$ cat src/core/dcap_cfg.svh
`ifndef DCAP_CFG_SVH
`define DCAP_CFG_SVH

// Configuration space map
`define DCAP_ADDR_W 12
`define DCAP_OFFSET 12'h0c4
`define DCTL_OFFSET 12'h0c8

// Capability word fields
`define DCAP_MPS_MSB 2
`define DCAP_MPS_LSB 0
`define DCAP_PHANTOM_MSB 4
`define DCAP_PHANTOM_LSB 3
`define DCAP_ETAG_BIT 5
`define DCAP_L0S_MSB 8
`define DCAP_L0S_LSB 6
`define DCAP_L1_MSB 11
`define DCAP_L1_LSB 9
`define DCAP_RSV0_MSB 14
`define DCAP_RSV0_LSB 12
`define DCAP_RBE_BIT 15
`define DCAP_RSV1_MSB 17
`define DCAP_RSV1_LSB 16
`define DCAP_SPLV_MSB 25
`define DCAP_SPLV_LSB 18
`define DCAP_SPLS_MSB 27
`define DCAP_SPLS_LSB 26
`define DCAP_RSV2_MSB 31
`define DCAP_RSV2_LSB 28

// Device control payload field
`define DCTL_MPS_MSB 7
`define DCTL_MPS_LSB 5
`define DCTL_MPS_BE 0

// Payload codes
`define DCAP_MPS_128 3'h0
`define DCAP_MPS_256 3'h1
`define DCAP_MPS_512 3'h2

// Fixed and reset values
`define DCAP_PHANTOM_VAL 2'h0
`define DCAP_ETAG_VAL 1'h0
`define DCAP_L0S_RST 3'h0
`define DCAP_L1_RST 3'h0
`define DCAP_RSV0_VAL 3'h0
`define DCAP_RSV1_VAL 2'h0
`define DCAP_RSV2_VAL 4'h0
`define DCAP_RBE_RST 1'h1
`define DCAP_SPLV_RST 8'h00
`define DCAP_SPLS_RST 2'h0
`define DCTL_MPS_RST 3'h0
`define DCAP_RDATA_ZERO 32'h0000_0000

// Strap settle time after reset release, in cycles
`define DCAP_SETTLE_CYCLES 2'h3
`define DCAP_SETTLE_ZERO 2'h0
`define DCAP_SETTLE_STEP 2'h1

`endif

$ cat src/core/dcap_pkg.sv
package dcap_pkg;

  typedef enum logic [1:0] {
    ST_SETTLE = 2'h0,
    ST_WAIT_AGREE = 2'h1,
    ST_DONE = 2'h3
  } strap_state_type;

  typedef enum logic [1:0] {
    OVR_PAYLOAD = 2'h0,
    OVR_ROLE_ERR = 2'h1
  } ovr_sel_type;

endpackage : dcap_pkg

$ cat src/core/strap_sync.sv
`timescale 1ns/100ps
module strap_sync #(
  parameter int WIDTH = 1
) (
  input wire logic i_clk,
  input wire logic i_rst_b,
  input wire logic i_ce,
  input wire logic [WIDTH-1:0] i_async,
  output logic [WIDTH-1:0] o_level,
  output logic o_stable
);

  logic [WIDTH-1:0] stage1;
  logic [WIDTH-1:0] stage2;
  logic [WIDTH-1:0] stage3;

  // Stage one feeds stage two only
  always_ff @(posedge i_clk) begin
    if (!i_rst_b) begin
      stage1 <= '0;
      stage2 <= '0;
      stage3 <= '0;
    end else if (i_ce) begin
      stage1 <= i_async;
      stage2 <= stage1;
      stage3 <= stage2;
    end
  end

  assign o_level = stage3;
  assign o_stable = (stage2 == stage3);

endmodule : strap_sync

$ cat src/core/switch_port_device_capabilities.sv
`timescale 1ns/100ps
`include "dcap_cfg.svh"
module switch_port_device_capabilities
  import dcap_pkg::*;
#(
  parameter bit UPSTREAM_PORT = 1'b1
) (
  input wire logic i_core_clk,
  input wire logic i_rst_b,
  input wire logic i_core_ce,
  input wire logic i_payload_limit_strap,
  input wire logic i_cfg_rd,
  input wire logic i_cfg_wr,
  input wire logic [`DCAP_ADDR_W-1:0] i_cfg_addr,
  input wire logic [3:0] i_cfg_be,
  input wire logic [31:0] i_cfg_wdata,
  output logic o_cfg_ack,
  output logic [31:0] o_cfg_rdata,
  input wire logic i_ovr_wr,
  input wire ovr_sel_type i_ovr_sel,
  input wire logic [2:0] i_ovr_data,
  output logic o_ovr_reject,
  input wire logic i_spl_msg_valid,
  input wire logic [7:0] i_spl_value,
  input wire logic [1:0] i_spl_scale,
  output logic [2:0] o_max_payload_code,
  output logic [2:0] o_devctl_payload,
  output logic o_strap_loaded
);

  function automatic logic payload_code_ok(input logic [2:0] code);
    payload_code_ok = (code <= `DCAP_MPS_512);
  endfunction : payload_code_ok

  function automatic logic [2:0] clamp_payload(input logic [2:0] req,
                                               input logic [2:0] cap);
    clamp_payload = (req > cap) ? cap : req;
  endfunction : clamp_payload

  // Synchronised strap
  logic strap_level;
  logic strap_stable;

  strap_sync #(
    .WIDTH(1)
  ) u_strap_sync (
    .i_clk(i_core_clk),
    .i_rst_b(i_rst_b),
    .i_ce(i_core_ce),
    .i_async(i_payload_limit_strap),
    .o_level(strap_level),
    .o_stable(strap_stable)
  );

  // State
  strap_state_type load_state;
  strap_state_type next_load_state;
  logic [1:0] settle_cnt;
  logic [1:0] next_settle_cnt;
  logic [2:0] mps_code;
  logic [2:0] next_mps_code;
  logic role_err;
  logic next_role_err;
  logic [7:0] spl_value;
  logic [7:0] next_spl_value;
  logic [1:0] spl_scale;
  logic [1:0] next_spl_scale;
  logic [2:0] devctl_mps;
  logic [2:0] next_devctl_mps;
  logic [31:0] next_rdata;
  logic next_ack;
  logic next_reject;
  logic next_strap_loaded;

  // Decode
  wire settle_done = (settle_cnt == `DCAP_SETTLE_CYCLES);
  wire strap_take = (load_state == ST_WAIT_AGREE) && strap_stable;
  wire [2:0] strap_code = strap_level ? `DCAP_MPS_512 : `DCAP_MPS_256;
  wire ovr_payload = i_ovr_wr && (i_ovr_sel == OVR_PAYLOAD);
  wire ovr_role = i_ovr_wr && (i_ovr_sel == OVR_ROLE_ERR);
  wire ovr_payload_ok = ovr_payload && payload_code_ok(i_ovr_data);
  wire ovr_payload_bad = ovr_payload && !payload_code_ok(i_ovr_data);
  wire hit_cap = (i_cfg_addr == `DCAP_OFFSET);
  wire hit_dctl = (i_cfg_addr == `DCTL_OFFSET);
  wire dctl_wr = i_cfg_wr && hit_dctl && i_cfg_be[`DCTL_MPS_BE];
  wire [2:0] dctl_req = i_cfg_wdata[`DCTL_MPS_MSB:`DCTL_MPS_LSB];
  wire spl_take = UPSTREAM_PORT && i_spl_msg_valid;

  // Capability word
  wire [31:0] cap_word;
  assign cap_word[`DCAP_MPS_MSB:`DCAP_MPS_LSB] = mps_code;
  assign cap_word[`DCAP_PHANTOM_MSB:`DCAP_PHANTOM_LSB] = `DCAP_PHANTOM_VAL;
  assign cap_word[`DCAP_ETAG_BIT] = `DCAP_ETAG_VAL;
  assign cap_word[`DCAP_L0S_MSB:`DCAP_L0S_LSB] = `DCAP_L0S_RST;
  assign cap_word[`DCAP_L1_MSB:`DCAP_L1_LSB] = `DCAP_L1_RST;
  assign cap_word[`DCAP_RSV0_MSB:`DCAP_RSV0_LSB] = `DCAP_RSV0_VAL;
  assign cap_word[`DCAP_RBE_BIT] = role_err;
  assign cap_word[`DCAP_RSV1_MSB:`DCAP_RSV1_LSB] = `DCAP_RSV1_VAL;
  assign cap_word[`DCAP_SPLV_MSB:`DCAP_SPLV_LSB] = spl_value;
  assign cap_word[`DCAP_SPLS_MSB:`DCAP_SPLS_LSB] = spl_scale;
  assign cap_word[`DCAP_RSV2_MSB:`DCAP_RSV2_LSB] = `DCAP_RSV2_VAL;

  // Device control view: only the payload field is kept here
  wire [31:0] dctl_word;
  assign dctl_word[31:`DCTL_MPS_MSB+1] = '0;
  assign dctl_word[`DCTL_MPS_MSB:`DCTL_MPS_LSB] = devctl_mps;
  assign dctl_word[`DCTL_MPS_LSB-1:0] = '0;

  // Strap capture: the pin is only trusted once the chain has filled
  always_comb begin
    next_load_state = load_state;
    next_settle_cnt = settle_cnt;
    unique case (load_state)
      ST_SETTLE: begin
        if (settle_done) begin
          next_load_state = ST_WAIT_AGREE;
        end else begin
          next_settle_cnt = settle_cnt + `DCAP_SETTLE_STEP;
        end
      end
      ST_WAIT_AGREE: begin
        if (strap_stable) begin
          next_load_state = ST_DONE;
        end
      end
      ST_DONE: begin
        next_load_state = ST_DONE;
      end
      default: begin
        next_load_state = ST_SETTLE;
        next_settle_cnt = `DCAP_SETTLE_ZERO;
      end
    endcase
    // A replaced default must not be clobbered by a late strap
    if (ovr_payload_ok) begin
      next_load_state = ST_DONE;
    end
  end

  // Payload capability: override wins over the strap
  always_comb begin
    next_mps_code = mps_code;
    if (ovr_payload_ok) begin
      next_mps_code = i_ovr_data;
    end else if (strap_take) begin
      next_mps_code = strap_code;
    end
  end

  assign next_role_err = ovr_role ? i_ovr_data[0] : role_err;
  assign next_reject = ovr_payload_bad;
  assign next_strap_loaded = (next_load_state == ST_DONE);

  // Slot power limit: downstream ports hold their reset value
  assign next_spl_value = spl_take ? i_spl_value : spl_value;
  assign next_spl_scale = spl_take ? i_spl_scale : spl_scale;

  // Control payload follows the capability if it later shrinks
  always_comb begin
    next_devctl_mps = clamp_payload(devctl_mps, next_mps_code);
    if (dctl_wr) begin
      next_devctl_mps = clamp_payload(dctl_req, next_mps_code);
    end
  end

  // Read mux; capability writes fall through untouched
  always_comb begin
    next_rdata = `DCAP_RDATA_ZERO;
    if (i_cfg_rd && hit_cap) begin
      next_rdata = cap_word;
    end else if (i_cfg_rd && hit_dctl) begin
      next_rdata = dctl_word;
    end
  end

  assign next_ack = i_cfg_rd || i_cfg_wr;

  // Reset ignores the enable so a frozen core still comes up clean
  always_ff @(posedge i_core_clk) begin
    if (!i_rst_b) begin
      load_state <= ST_SETTLE;
    end else if (i_core_ce) begin
      load_state <= next_load_state;
    end
  end

  always_ff @(posedge i_core_clk) begin
    if (!i_rst_b) begin
      settle_cnt <= `DCAP_SETTLE_ZERO;
    end else if (i_core_ce) begin
      settle_cnt <= next_settle_cnt;
    end
  end

  // Shows 256 bytes until the strap chain has settled
  always_ff @(posedge i_core_clk) begin
    if (!i_rst_b) begin
      mps_code <= `DCAP_MPS_256;
    end else if (i_core_ce) begin
      mps_code <= next_mps_code;
    end
  end

  always_ff @(posedge i_core_clk) begin
    if (!i_rst_b) begin
      role_err <= `DCAP_RBE_RST;
    end else if (i_core_ce) begin
      role_err <= next_role_err;
    end
  end

  always_ff @(posedge i_core_clk) begin
    if (!i_rst_b) begin
      spl_value <= `DCAP_SPLV_RST;
    end else if (i_core_ce) begin
      spl_value <= next_spl_value;
    end
  end

  always_ff @(posedge i_core_clk) begin
    if (!i_rst_b) begin
      spl_scale <= `DCAP_SPLS_RST;
    end else if (i_core_ce) begin
      spl_scale <= next_spl_scale;
    end
  end

  always_ff @(posedge i_core_clk) begin
    if (!i_rst_b) begin
      devctl_mps <= `DCTL_MPS_RST;
    end else if (i_core_ce) begin
      devctl_mps <= next_devctl_mps;
    end
  end

  // Outputs straight from flops
  always_ff @(posedge i_core_clk) begin
    if (!i_rst_b) begin
      o_cfg_ack <= 1'b0;
    end else if (i_core_ce) begin
      o_cfg_ack <= next_ack;
    end
  end

  // Zero when idle so a stale word is never mistaken for a read
  always_ff @(posedge i_core_clk) begin
    if (!i_rst_b) begin
      o_cfg_rdata <= `DCAP_RDATA_ZERO;
    end else if (i_core_ce) begin
      o_cfg_rdata <= next_rdata;
    end
  end

  always_ff @(posedge i_core_clk) begin
    if (!i_rst_b) begin
      o_ovr_reject <= 1'b0;
    end else if (i_core_ce) begin
      o_ovr_reject <= next_reject;
    end
  end

  always_ff @(posedge i_core_clk) begin
    if (!i_rst_b) begin
      o_strap_loaded <= 1'b0;
    end else if (i_core_ce) begin
      o_strap_loaded <= next_strap_loaded;
    end
  end

  // Mirrors of live state for the datapath
  always_ff @(posedge i_core_clk) begin
    if (!i_rst_b) begin
      o_max_payload_code <= `DCAP_MPS_256;
    end else if (i_core_ce) begin
      o_max_payload_code <= next_mps_code;
    end
  end

  // Follows the next value so the datapath never lags the register
  always_ff @(posedge i_core_clk) begin
    if (!i_rst_b) begin
      o_devctl_payload <= `DCTL_MPS_RST;
    end else if (i_core_ce) begin
      o_devctl_payload <= next_devctl_mps;
    end
  end

endmodule : switch_port_device_capabilities

$ cat config.mk
export PLATFORM = sky130hd
export DESIGN_NAME = switch_port_device_capabilities
export DESIGN_NICKNAME = d
export VERILOG_FILES = /design/src/core/dcap_pkg.sv /design/src/core/strap_sync.sv /design/src/core/switch_port_device_capabilities.sv
export VERILOG_INCLUDE_DIRS = /design/src /design/src/core
export SDC_FILE = /design/constraint.sdc
export NUM_CORES = 1
export LEC_CHECK = 0
export ABC_CLOCK_PERIOD_IN_PS = 3050
export BUFFER_PORTS_ARGS = -buffer_cell sky130_fd_sc_hd__buf_4
export CAP_MARGIN = 20
export CORE_MARGIN = 1.5
export CORE_UTILIZATION = 46
export CTS_CLUSTER_SIZE = 40
export DETAILED_ROUTE_END_ITERATION = 10
export PLACE_DENSITY = 0.83
export SYNTH_ARGS = -nofsm -noshare
export SYNTH_HDL_FRONTEND = slang
export SYNTH_SLANG_ARGS = --single-unit
$ cat constraint.sdc
create_clock -name i_core_clk -period 3.05 [get_ports i_core_clk]
set_input_delay 0.1525 -clock i_core_clk [delete_from_list [all_inputs] [get_ports i_core_clk]]
set_output_delay 0.1525 -clock i_core_clk [all_outputs]
set_load 0.1 [all_outputs]
==> flow_metrics.tcl <==
set metrics [dict create \
    status "finished clean" \
    rows 25 \
    die_h_um 74.7 \
    core_um2 4850 \
    gp_congestion 0.909 \
    finalMaxSlewViolations 0 \
    p_leak_nw 1.22 \
    wl_per_cell_um 13.1 \
    yosys_most_used_dff "dfxtp_1" \
    drtIter0Drc 78 \
    path_max_fanout 6 \
    groute.usage.overall_pct 19.4 \
    setup_tns_ps 0 \
    synth_async_sr_flop_share_pct 0 \
    clkSlewWorstSetupHoldPaths_ps 80 \
    powerDensity_nw_per_um2 463 \
    diodes 0 \
    cp_cell_sequence "nand2b_1, o21ai_0, o2bb2ai_1, o21ai_2, ha_1, or2_2, a31oi_1, o21ai_0, a41oi_4, nand2_1, o32ai_2" \
    cts_tree "yes" \
    viasPerCell 5.18 \
    multi_input_area_um2 1330 \
    cp.depth 11 \
    synth_edf_count 0 \
    critPathLaunch "load_state[1]$_SDFFE_PN0P_" \
    drive_above_1_share_pct 26.2 \
    startpoint_type "register" \
    grt_pass1_wl_mm 8.34 \
    power.total_w 0.00135 \
    overflow 0 \
    rrSetupSlack_ps 290 \
    worstHoldStart "i_ovr_data[0]" \
    setup_viol 0 \
    regArea_um2 882 \
    rsz0062_at_grt "false" \
    finalCriticalPeriod_ps 2760 \
    synthCells 268 \
    yosys_warnings 0 \
    htree_num_levels 2 \
    max_freq_mhz 362 \
    cp_data_arrival_time_ps 2960 \
    grt_max_degree 46 \
    min_path_type "input port to register" \
    first_global_vias 1878 \
    cp-end-kind "register" \
    worstPathRequired_ps 3250 \
    io_buffers 64 \
    initial_core_util_pct 48.7 \
    critPathMaxStageDelay_ps 400 \
    syn_avg_cell_area_um2 8.81 \
    post_cts_buffers 0 \
    ant_nets 0 \
    fill_cells 447 \
    clk_latency_ps 300 \
    drc 0 \
    cp_top_family "compound AO/OA/AOI/OAI gates" \
    r2r_start "load_state[1]$_SDFFE_PN0P_" \
    fin_skew_ps 10.9 \
    ys_ff_latch 44 \
    drt-total-wl_mm 5.19 \
    die_area_um2 5570 \
    syn_to_final_growth_pct 23.2 \
    cts_buffer_depth 2 \
    dr.pass1.iters 4 \
    cts.sinks 44 \
    rr_endpoint "o_devctl_payload[0]$_SDFFE_PN0P_" \
    critPathSlowestCell "dfxtp_1" \
    r2r_cells 11 \
    worstPathBufferInverterCount 0 \
    nets 404 \
    vias 2048 \
    die-width_um 74.7 \
    syn_area_um2 2360 \
    hold_violations 0 \
    io_pins 112 \
    finalCritPeriodShare_pct 90.6 \
    critPathKind "register to register" \
    cts_made_buffers 5 \
    vdd_drop_max_mv 0.300 \
    dpl.hpwl_mm 3.76 \
    crit_end "o_devctl_payload[0]$_SDFFE_PN0P_" \
    synth_cell_types 47 \
    crit_top_cell "o21ai_0" \
    cts_root_buf "clkbuf_8" \
    antenna_found_initial 0 \
    seq_area_frac_synth_pct 37.3 \
    maxCapViolations 0 \
    cts_hold_buf 0 \
]
[routing by layer]
| layer | vias up | track usage [%] | wire [um] |
|---|---|---|---|
| met5 | - | 0 | 0 |
| met4 | 0 | 6.06 | 88 |
| met3 | 10 | 6.16 | 386 |
| met2 | 77 | 32.8 | 2490 |
| met1 | 946 | 23.7 | 2220 |
| li1 | 1015 | - | - |
[worst min path at each step]
| stage | endpoint | cells after the start | slack [ps] |
|---|---|---|---|
| final | role_err$_SDFFE_PN1P_ | 3 | 100 |
| after global placement | role_err$_SDFFE_PN1P_ | 3 | 400 |
| after floorplan | role_err$_SDFFE_PN1P_ | 2 | 280 |
| after global routing | spl_value[2]$_SDFFE_PN0P_ | 3 | 110 |
| after detailed placement | role_err$_SDFFE_PN1P_ | 3 | 410 |
| after CTS | role_err$_SDFFE_PN1P_ | 3 | 90 |
[synthesized netlist by cell type, drive strengths merged (2+ instances only)]
cell	count	area [um2]
a41oi	2	36.3
or4	2	22.5
a211o	2	17.5
a31oi	3	18.8
o221ai	2	23.8
buf	17	125
a21boi	12	90.1
a21oi	22	110
o211ai	2	15.0
nand2b	7	43.8
ha	4	50.1
mux2i	10	100
nor3	2	10.0
inv	6	22.5
o21ai	10	50.1
a211oi	3	22.5
nand4b	2	17.5
nand2	34	128
a21o	2	15.0
nor2	4	15.0
clkbuf	8	30.0
nand3	3	15.0
or2	3	18.8
nor3b	3	32.5
nor2b	42	263
dfxtp	44	881
[layout by cell type (no fill, tap or decap), types with 7 or more instances in the layout]
master | netlist | final
buf_4 | 16 | 66
conb_1 | 1 | 15
nand2b_1 | 7 | 7
a21oi_1 | 22 | 22
o21ai_0 | 10 | 9
dfxtp_1 | 44 | 43
a21boi_0 | 12 | 12
nand2_1 | 34 | 34
nor2b_1 | 42 | 42
mux2i_1 | 10 | 10
[through the flow]
step,instances,utilization (%),setup WS [ps],hold WS (ps),instance area (um2)
after CTS,395,59.9,13.7,90.2,2910
after global routing,395,60.0,129,108,2910
after global placement,389,57.9,123,399,2810
after detailed placement,389,57.9,62.1,406,2810
after floorplan,282,-,202,278,2420
final,395,60.0,286,97.5,2910
[logic make-up after synthesis]
kind of cell / after synthesis / synth area share, %
AO/OA/AOI/OAI: 67 / 19.9
buffers and inverters: 32 / 8.90
other: 1 / 0.159
multiplexers: 10 / 4.24
XOR/XNOR: 1 / 0.371
flip-flops: 44 / 37.3
AND/OR/NAND/NOR: 109 / 27.0
adder cells (fa/ha/maj): 4 / 2.12
[registers in the layout, summed over array words and instances (netlist names)]
name                  flops
o_cfg_rdata              17
spl_value                 8
o_devctl_payload          3
o_max_payload_code        3
load_state                2
settle_cnt                2
spl_scale                 2
o_cfg_ack                 1
o_ovr_reject              1
o_strap_loaded            1
role_err                  1
u_strap_sync.o_level      1
u_strap_sync.stage1       1
u_strap_sync.stage2       1
[layout make-up]
cell class / instances / area share [%]
tap: 67 / 2.88
sequential: 44 / 30.3
multi-input combinational: 206 / 45.6
inverter: 6 / 0.774
clock buffer: 5 / 2.36
timing repair buffer: 66 / 17.0
clock inverter: 1 / 1.03
[report_power, final]
part           internal (W)  leakage [nW]  switching, W
sequential         0.000593         0.357     0.0000170
clock              0.000235        0.0501      0.000189
combinational     0.0000906         0.816      0.000222
[repair_timing]
action	in CTS	in global routing
endpoints found under the setup margin	0	3
resized for setup	0	2
hold endpoints to repair	0	0
[tightest hold or removal path: stages]
cell and delay [ps]:
buf_4 100, mux2i_1 60, nand2_1 60
(Power assumes the default switching activity.)
